<file path="config.mk">
export PLATFORM = sky130hd
export DESIGN_NAME = motion_start_input_dispatcher
export DESIGN_NICKNAME = d
export VERILOG_FILES = /design/src/rtl/dispatch_pkg.sv /design/src/rtl/motion_start_input_dispatcher.sv /design/src/rtl/input_sync.sv /design/src/rtl/sequence_counter.sv
export SDC_FILE = /design/constraint.sdc
export NUM_CORES = 1
export LEC_CHECK = 0
export BUFFER_PORTS_ARGS = -buffer_cell sky130_fd_sc_hd__buf_2
export CAP_MARGIN = 25
export CORE_ASPECT_RATIO = 1.5
export CORE_MARGIN = 2
export CORE_UTILIZATION = 45
export CTS_BUF_LIST = sky130_fd_sc_hd__clkbuf_8
export CTS_CLUSTER_DIAMETER = 60
export DETAILED_ROUTE_END_ITERATION = 16
export PLACE_DENSITY = 0.69
export REMOVE_ABC_BUFFERS = 1
export SETUP_SLACK_MARGIN = 0.1
export SYNTH_ARGS = -nofsm -noshare
export SYNTH_HDL_FRONTEND = slang
export SYNTH_HIERARCHICAL = 1
export SYNTH_SLANG_ARGS = --single-unit
</file>
<file path="constraint.sdc">
create_clock -name pclk -period 2.31 [get_ports pclk]
set_input_delay 0.462 -clock pclk [delete_from_list [all_inputs] [get_ports pclk]]
set_output_delay 0.462 -clock pclk [all_outputs]
set_load 0.01 [all_outputs]
</file>
<file path="src/rtl/dispatch_pkg.sv">
/*
 * Constants, types and register map for the motion start dispatcher.
 * Assumes an APB master on pclk and a profile generator downstream.
 */
package dispatch_pkg;

    localparam int DATA_W = 6;
    localparam int DIRECT_N = 6;
    localparam int APB_AW = 8;

    // Register byte offsets
    localparam logic [7:0] CTRL_OFS = 8'h00;
    localparam logic [7:0] STATUS_OFS = 8'h04;
    localparam logic [7:0] MAP_LO_OFS = 8'h08;
    localparam logic [7:0] HOME_MODE_OFS = 8'h0C;
    localparam logic [7:0] HOME_SPEED_OFS = 8'h10;
    localparam logic [7:0] HOME_START_OFS = 8'h14;
    localparam logic [7:0] HOME_ACCEL_OFS = 8'h18;
    localparam logic [7:0] HOME_OFFSET_OFS = 8'h1C;
    localparam logic [7:0] PUSH_CUR_OFS = 8'h20;
    localparam logic [7:0] MAP_HI_OFS = 8'h24;

    // Field positions
    localparam int CTRL_ALM_EN = 0;
    localparam int CTRL_ALM_CLR = 1;
    localparam int CTRL_DONE = 2;
    localparam int CTRL_STOPPED = 3;
    localparam int CTRL_ORG_CLR = 4;
    localparam int HM_MODE_LSB = 0;
    localparam int HM_DIR = 2;
    localparam int HM_SLOT = 3;
    localparam int HM_PHASE = 4;

    // Reset values and write limits
    localparam logic [1:0] HOME_MODE_RST = 2'h1;
    localparam logic [19:0] HOME_SPEED_RST = 20'h003E8;
    localparam logic [19:0] HOME_START_RST = 20'h001F4;
    localparam logic [19:0] HOME_ACCEL_RST = 20'h003E8;
    localparam logic [23:0] HOME_OFFSET_RST = 24'h000000;
    localparam logic [9:0] PUSH_CUR_RST = 10'h3E8;
    localparam logic [9:0] PUSH_CUR_MAX = 10'h3E8;
    localparam logic [1:0] HOME_MODE_MAX = 2'h2;
    localparam logic [19:0] SPEED_MAX = 20'hF4240;
    localparam logic [19:0] SPEED_MIN = 20'h00001;

    typedef enum logic [2:0] {
        REQ_NONE,
        REQ_POSITION,
        REQ_SEQUENTIAL,
        REQ_DIRECT,
        REQ_HOME,
        REQ_CONTINUOUS,
        REQ_DECEL_STOP
    } req_mode_t;

    typedef struct packed {
        logic start;
        logic [DATA_W-1:0] data_select_lines;
        logic sequential_start;
        logic [DIRECT_N-1:0] direct_select_inputs;
        logic home;
        logic forward_run;
        logic reverse_run;
    } motion_in_t;

    typedef struct packed {
        logic valid;
        req_mode_t mode;
        logic [DATA_W-1:0] data_no;
        logic positive;
    } motion_req_t;

    typedef struct packed {
        logic [1:0] mode;
        logic positive;
        logic slot_sensor;
        logic phase_timing_signal;
        logic [19:0] speed;
        logic [19:0] start_speed;
        logic [19:0] accel;
        logic [23:0] offset;
        logic [9:0] push_current;
    } home_cfg_t;

endpackage

</file>
<file path="src/rtl/motion_start_input_dispatcher.sv">
/*
 * Motion start dispatcher: decodes start, sequential, direct, home
 * and run inputs into requests for the profile generator, and holds
 * home settings, direct maps and status behind an APB slave.
 * Assumes pins are asynchronous and the generator reports done/stop.
 */
`timescale 1ns/10ps
`default_nettype none
module motion_start_input_dispatcher
    import dispatch_pkg::*;
(
    input wire logic pclk,
    input wire logic presetn,
    input wire logic psel,
    input wire logic penable,
    input wire logic pwrite,
    input wire logic [APB_AW-1:0] paddr,
    input wire logic [31:0] pwdata,
    output logic [31:0] prdata,
    output logic pready,
    output logic pslverr,
    input wire motion_in_t pins,
    input wire logic decelerating,
    output motion_req_t req,
    output home_cfg_t home_cfg,
    output logic origin_reached,
    output logic home_alarm
);
    // ******************************************************
    // Input synchronisation
    // ******************************************************
    localparam int IN_W = $bits(motion_in_t);
    motion_in_t lvl;
    motion_in_t edg;

    input_sync #(.WIDTH(IN_W)) u_sync (
        .pclk(pclk),
        .presetn(presetn),
        .raw(pins),
        .level(lvl),
        .rise(edg)
    );

    // ******************************************************
    // Registers
    // ******************************************************
    logic alarm_en;
    logic home_done_sw;
    logic motor_stopped;
    logic [DATA_W-1:0] direct_map [DIRECT_N];
    logic origin_set;
    logic home_running;

    wire apb_acc = psel && penable;
    wire apb_wr = apb_acc && pwrite;

    function automatic logic mapped(input logic [7:0] a);
        unique case (a)
            CTRL_OFS, STATUS_OFS, MAP_LO_OFS, HOME_MODE_OFS,
            HOME_SPEED_OFS, HOME_START_OFS, HOME_ACCEL_OFS,
            HOME_OFFSET_OFS, PUSH_CUR_OFS, MAP_HI_OFS: mapped = 1'b1;
            default: mapped = 1'b0;
        endcase
    endfunction

    // Slave always answers in the access cycle
    always_ff @(posedge pclk or negedge presetn) begin
        if (!presetn) begin
            pready <= 1'b0;
            pslverr <= 1'b0;
        end else begin
            pready <= psel && !penable;
            pslverr <= psel && !penable && !mapped(paddr);
        end
    end

    // Control: alarm enable, completion and stopped flags
    always_ff @(posedge pclk or negedge presetn) begin
        if (!presetn) begin
            alarm_en <= 1'b0;
            home_done_sw <= 1'b0;
            motor_stopped <= 1'b1;
        end else if (apb_wr && paddr == CTRL_OFS) begin
            alarm_en <= pwdata[CTRL_ALM_EN];
            home_done_sw <= pwdata[CTRL_DONE];
            motor_stopped <= pwdata[CTRL_STOPPED];
        end else begin
            home_done_sw <= 1'b0;
        end
    end

    // Home settings; out-of-range writes keep the old value, except offset writes, which take pwdata[23:0] unchecked
    always_ff @(posedge pclk or negedge presetn) begin
        if (!presetn) begin
            home_cfg.mode <= HOME_MODE_RST;
            home_cfg.positive <= 1'b1;
            home_cfg.slot_sensor <= 1'b0;
            home_cfg.phase_timing_signal <= 1'b0;
            home_cfg.speed <= HOME_SPEED_RST;
            home_cfg.start_speed <= HOME_START_RST;
            home_cfg.accel <= HOME_ACCEL_RST;
            home_cfg.offset <= HOME_OFFSET_RST;
            home_cfg.push_current <= PUSH_CUR_RST;
        end else if (apb_wr) begin
            unique case (paddr)
                HOME_MODE_OFS: begin
                    // Reserved mode code 3 is refused
                    if (pwdata[HM_MODE_LSB +: 2] <= HOME_MODE_MAX)
                        home_cfg.mode <= pwdata[HM_MODE_LSB +: 2];
                    home_cfg.positive <= pwdata[HM_DIR];
                    home_cfg.slot_sensor <= pwdata[HM_SLOT];
                    home_cfg.phase_timing_signal <= pwdata[HM_PHASE];
                end
                HOME_SPEED_OFS:
                    if (pwdata[19:0] >= SPEED_MIN && pwdata[31:20] == '0
                        && pwdata[19:0] <= SPEED_MAX)
                        home_cfg.speed <= pwdata[19:0];
                HOME_START_OFS:
                    if (pwdata[31:20] == '0 && pwdata[19:0] <= SPEED_MAX)
                        home_cfg.start_speed <= pwdata[19:0];
                HOME_ACCEL_OFS:
                    if (pwdata[19:0] >= SPEED_MIN && pwdata[31:20] == '0
                        && pwdata[19:0] <= SPEED_MAX)
                        home_cfg.accel <= pwdata[19:0];
                HOME_OFFSET_OFS: home_cfg.offset <= pwdata[23:0];
                PUSH_CUR_OFS:
                    if (pwdata[31:10] == '0 && pwdata[9:0] <= PUSH_CUR_MAX)
                        home_cfg.push_current <= pwdata[9:0];
                default: ;
            endcase
        end
    end

    genvar g;
    generate
        for (g = 0; g < DIRECT_N; g++) begin : g_map
            localparam int W = g < 4 ? g : g - 4;
            localparam logic [7:0] OFS = g < 4 ? MAP_LO_OFS : MAP_HI_OFS;
            always_ff @(posedge pclk or negedge presetn) begin
                if (!presetn)
                    direct_map[g] <= DATA_W'(g);
                else if (apb_wr && paddr == OFS)
                    direct_map[g] <= pwdata[W*8 +: DATA_W];
            end
        end
    endgenerate

    // ******************************************************
    // Request decode
    // ******************************************************
    // Binary number, top line is MSB
    wire [DATA_W-1:0] sel_no = lvl.data_select_lines;
    logic [DATA_W-1:0] seq_no;
    logic [DATA_W-1:0] direct_no;
    logic direct_hit;
    logic pos_start;
    logic both_run;
    logic run_dir;
    logic running;

    always_comb begin
        direct_hit = 1'b0;
        direct_no = '0;
        // Lowest input wins on simultaneous edges
        for (int i = DIRECT_N - 1; i >= 0; i--) begin
            if (edg.direct_select_inputs[i]) begin
                direct_hit = 1'b1;
                direct_no = direct_map[i];
            end
        end
    end

    sequence_counter #(.WIDTH(DATA_W)) u_seq (
        .pclk(pclk),
        .presetn(presetn),
        .load(edg.start || direct_hit),
        .load_value(edg.start ? sel_no : direct_no),
        .step(edg.sequential_start),
        .current(seq_no)
    );

    assign both_run = lvl.forward_run && lvl.reverse_run;
    assign pos_start = edg.start || edg.sequential_start || direct_hit;

    // Continuous direction latched while running
    always_ff @(posedge pclk or negedge presetn) begin
        if (!presetn) begin
            running <= 1'b0;
            run_dir <= 1'b1;
        end else if (both_run || !(lvl.forward_run || lvl.reverse_run)) begin
            running <= 1'b0;
        end else begin
            running <= 1'b1;
            run_dir <= lvl.forward_run;
        end
    end

    always_ff @(posedge pclk or negedge presetn) begin
        if (!presetn) begin
            req <= '0;
        end else begin
            req.valid <= 1'b0;
            if (edg.home) begin
                req <= '{1'b1, REQ_HOME, sel_no, home_cfg.positive};
            end else if (edg.start) begin
                req <= '{1'b1, REQ_POSITION, sel_no, 1'b1};
            end else if (edg.sequential_start) begin
                req <= '{1'b1, REQ_SEQUENTIAL, seq_no, 1'b1};
            end else if (direct_hit) begin
                req <= '{1'b1, REQ_DIRECT, direct_no, 1'b1};
            end else if (both_run && running) begin
                req <= '{1'b1, REQ_DECEL_STOP, sel_no, run_dir};
            end else if (decelerating && !both_run &&
                         (run_dir ? edg.forward_run : edg.reverse_run)) begin
                req <= '{1'b1, REQ_CONTINUOUS, sel_no, run_dir};
            end else if (!both_run &&
                         (edg.forward_run || edg.reverse_run)) begin
                req <= '{1'b1, REQ_CONTINUOUS, sel_no, lvl.forward_run};
            end else if (running && (lvl.forward_run ^ lvl.reverse_run) &&
                         sel_no != req.data_no) begin
                req <= '{1'b1, REQ_CONTINUOUS, sel_no, run_dir};
            end
        end
    end

    // ******************************************************
    // Home status and alarm
    // ******************************************************
    always_ff @(posedge pclk or negedge presetn) begin
        if (!presetn) begin
            home_running <= 1'b0;
            origin_set <= 1'b0;
            origin_reached <= 1'b0;
        end else if (edg.home) begin
            home_running <= 1'b1;
            origin_reached <= 1'b0;
        end else if (home_running && home_done_sw && motor_stopped) begin
            home_running <= 1'b0;
            origin_set <= 1'b1;
            origin_reached <= 1'b1;
        end else if (apb_wr && paddr == CTRL_OFS && pwdata[CTRL_ORG_CLR]) begin
            origin_set <= 1'b0;
            origin_reached <= 1'b0;
        end
    end

    // Alarm only when enabled; set beats clear
    always_ff @(posedge pclk or negedge presetn) begin
        if (!presetn)
            home_alarm <= 1'b0;
        else if (pos_start && !origin_set && alarm_en)
            home_alarm <= 1'b1;
        else if (apb_wr && paddr == CTRL_OFS && pwdata[CTRL_ALM_CLR])
            home_alarm <= 1'b0;
    end

    // ******************************************************
    // Read mux
    // ******************************************************
    always_ff @(posedge pclk or negedge presetn) begin
        if (!presetn) begin
            prdata <= '0;
        end else if (psel && !penable && !pwrite) begin
            unique case (paddr)
                CTRL_OFS: prdata <= {28'h0, motor_stopped, 2'h0, alarm_en};
                STATUS_OFS: prdata <= {26'h0, sel_no[1:0], running,
                    home_running, origin_reached, home_alarm};
                MAP_LO_OFS: prdata <= {2'h0, direct_map[3], 2'h0,
                    direct_map[2], 2'h0, direct_map[1], 2'h0, direct_map[0]};
                MAP_HI_OFS: prdata <= {18'h0, direct_map[5], 2'h0,
                    direct_map[4]};
                HOME_MODE_OFS: prdata <= {27'h0, home_cfg.phase_timing_signal,
                    home_cfg.slot_sensor, home_cfg.positive, home_cfg.mode};
                HOME_SPEED_OFS: prdata <= {12'h0, home_cfg.speed};
                HOME_START_OFS: prdata <= {12'h0, home_cfg.start_speed};
                HOME_ACCEL_OFS: prdata <= {12'h0, home_cfg.accel};
                HOME_OFFSET_OFS: prdata <= {{8{home_cfg.offset[23]}},
                    home_cfg.offset};
                PUSH_CUR_OFS: prdata <= {22'h0, home_cfg.push_current};
                default: prdata <= '0;
            endcase
        end
    end
endmodule // motion_start_input_dispatcher
`default_nettype wire

</file>
<file path="src/rtl/input_sync.sv">
/*
 * Two-stage synchroniser with rising-edge pulse per bit.
 * Assumes asynchronous inputs from pins or remote I/O.
 */
`timescale 1ns/10ps
`default_nettype none
module input_sync #(
    parameter int WIDTH = 1
) (
    input wire logic pclk,
    input wire logic presetn,
    input wire logic [WIDTH-1:0] raw,
    output logic [WIDTH-1:0] level,
    output logic [WIDTH-1:0] rise
);
    logic [WIDTH-1:0] meta;
    logic [WIDTH-1:0] stable;
    logic [WIDTH-1:0] prev;

    always_ff @(posedge pclk or negedge presetn) begin
        if (!presetn) begin
            meta <= '0;
            stable <= '0;
            prev <= '0;
        end else begin
            meta <= raw;
            stable <= meta;
            prev <= stable;
        end
    end

    assign level = stable;
    assign rise = stable & ~prev;
endmodule // input_sync
`default_nettype wire

</file>
<file path="src/rtl/sequence_counter.sv">
/*
 * Sequential data number counter for sequential positioning.
 * Assumes load and step pulses from the dispatcher on pclk.
 */
`timescale 1ns/10ps
`default_nettype none
module sequence_counter #(
    parameter int WIDTH = 6
) (
    input wire logic pclk,
    input wire logic presetn,
    input wire logic load,
    input wire logic [WIDTH-1:0] load_value,
    input wire logic step,
    output logic [WIDTH-1:0] current
);
    logic started;
    logic [WIDTH-1:0] last;

    always_ff @(posedge pclk or negedge presetn) begin
        if (!presetn) begin
            started <= 1'b0;
            last <= '0;
        end else if (load) begin
            started <= 1'b1;
            last <= load_value;
        end else if (step) begin
            started <= 1'b1;
            last <= current;
        end
    end

    // Before any load, the first sequential start uses entry zero
    assign current = started ? last + 1'b1 : '0;
endmodule // sequence_counter
`default_nettype wire

</file>
==> flow_summary_export.csv <==
group,metric,value,unit
status,outcome,"complete, no violations",
floorplan,core-area,23700,sq um
floorplan,dieHeight,195,microns
cts,cts.path.max_buffers,3,
global_route,grt_max_degree,82,
yosys,syn_area,10900,sq um
floorplan,std_cell_rows,69,
critical_path,reg2reg_from,"u_sync/level[0]",
min_path,hold_class,"in2reg",
timing,slew_violations,0,
timing,fin_crit_sh,90.9,%
global_route,grt.busiest_layer,"met2",
detailed_routing,viasPerCell,5.75,
yosys,avgSynthCellArea,12.6,sq um
cts,htreeDepth,2,
global_route,grt_overflow,0,
detailed_routing,vias,8644,
run,maxCapViolCount,0,
cells_and_area,nNetsFinal,1217,
min_path,min_to,"u_sync/meta[10]",
cells_and_area,drive_above_1_share,46.3,%
yosys,syn_inst,869,
cts,cts_made_buffers,38,
cells_and_area,stdcell_area,13600,sq um
critical_path,worst-endpoint-required,2.72,ns
floorplan,die_w,131,microns
timing,hold_viol,0,
timing,rsz0062_at_grt,"false",
timing,fin_ws,0.211,ns
power_and_ir_drop,leakagePower,6.96,nW
global_route,grt.total_usage,26.3,%
cells_and_area,area_growth,24.6,%
timing,whs,0.0388,ns
global_route,met2_usage,46.0,%
critical_path,cp.arrival,2.51,ns
min_path,holdPathStages,1,
placement,dp_hpwl,24900,microns
power_and_ir_drop,power_frac_seq,50.2,%
timing,fin_skew,0.0153,ns
critical_path,worst-path-max-fanout,6,
timing,finalSetupViolCount,0,
placement,post-place-ws,-0.208,ns
cts,cts_sinks,239,
global_route,use_met1,31.4,%
global_route,grt_util_met3,3.60,%
cells_and_area,final_core_utilization,57.3,%
detailed_routing,firstDrtPassIters,5,
cts,cts_tree,"done",
power_and_ir_drop,p_comb_share,9.2,%
detailed_routing,ant_nets,0,
global_route,grt_pass1_wl,52200,microns
cts,path_clk_slew,0.07,ns
floorplan,initial_core_util,46.0,%
floorplan,io_pins,209,
timing,period_needed,2.10,ns
placement,port_buffers,208,
placement,place_area,12800,sq um
cells_and_area,layout_common_cells,"buf_2 (207), dfrtp_1 (204), mux2_2 (111)",
power_and_ir_drop,totalPowerFinal,8.73,mW
detailed_routing,drt-initial-drc-count,626,
yosys,yosysWarnings,6,
critical_path,path_class,"reg2reg",
detailed_routing,wl_per_cell,22.5,microns
global_route,antenna_found_initial,2,
cts,clk_latency,0.54,ns
cells_and_area,final_common_cell,"buf_2",
timing,worstMarginPinSlew,0.705,ns
cells_and_area,fillers,2028,
power_and_ir_drop,switching_share,25.8,%
detailed_routing,routed_wl,33800,microns
timing,fmax,477,MHz
critical_path,endpoint_kind,"flip-flop",
critical_path,r2r_setup_slack,0.21,ns
critical_path,reg2reg_to,"req[3]",
critical_path,cp-start-kind,"flip-flop",
floorplan,dieArea,25500,sq um
min_path,hp-start,"pins[10]",
global_route,grt_pass1_vias,8940,
power_and_ir_drop,pwr-share-clk,40.6,%
power_and_ir_drop,powerDensity,642,nW/um^2
critical_path,reg2reg_depth,7,
power_and_ir_drop,power.internal,6.48,mW
timing,slew_headroom,52.6,%
power_and_ir_drop,switching_power,2.25,mW
detailed_routing,drcViolationCount,0,
placement,gp_congestion,0.894,
cts,clock-root-buffer,"clkbuf_8",
power_and_ir_drop,ir_drop,0.380,mV
## how the worst max path moves through the flow
stage | start | end | slack [ns] | depth (start not counted)
4_1_cts | u_sync/level[7] | u_seq/last[4] | 0.12 | 6
2_1_floorplan | paddr[2] | home_cfg[74] | -0.40 | 4
5_1_grt | u_sync/level[0] | req[3] | 0.12 | 7
3_5_place_dp | pwdata[29] | home_cfg[84] | -0.21 | 7
6_report | u_sync/level[0] | req[3] | 0.21 | 7
3_3_place_gp | pwdata[29] | home_cfg[93] | -0.15 | 7
## worst max-delay path, stage by stage, from the launching register on
cell      delay, ns
dfrtp_1        0.41
ha_1           0.35
nand2_1        0.13
a41oi_1        0.08
or3_1          0.41
buf_4          0.19
a221oi_2       0.30
o31ai_1        0.13
## stage by stage
stage / TNS, ns / cells
after CTS: 0 / 1499
after floorplan: -15.45 / 814
after global routing: 0 / 1502
final: 0 / 1502
after global placement: -4.83 / 1429
after detailed placement: -7.79 / 1429
## state kept, by name, summed over array words and instances (netlist names), 6 cells and up
name          flops
direct_map       36
home_cfg         99
prdata           30
req              11
u_seq/last        6
u_sync/level     17
u_sync/meta      17
u_sync/prev      11
## layer usage
| metal | wire length (microns) | share of wire, % |
|---|---|---|
| met1 | 13000 | 38 |
| met2 | 17300 | 51 |
| met3 | 1620 | 4.8 |
| met4 | 1900 | 5.6 |
| met5 | 0 | 0 |
## area by class of cell
class	count	area (sq um)	share of cell area (%)
antenna	2	5.00	0.0368
clock buffer	44	606	4.45
clock inverter	25	139	1.02
inverter	14	52.6	0.386
multi-input combinational	561	4570	33.6
sequential	239	6020	44.3
tap	319	399	2.93
timing repair buffer	298	1800	13.3
## power by group through the flow
stage	clock network, mW	registers (mW)	logic [mW]
after floorplan	0	4.45	0.317
after global routing	3.82	4.39	0.870
after global placement	0	4.45	0.779
after CTS	3.63	4.38	0.794
final	3.55	4.38	0.802
after detailed placement	0	4.45	0.788
## what timing repair did
action,in CTS,in global routing
cloned,0,0
endpoints found under the hold margin,20,0
buffers inserted,0,1
pin swaps,0,1
endpoints found under the setup margin,1,4
hold buffers,1,0
resized for setup,1,2
Note: power is estimated with default switching activity, not from simulation.
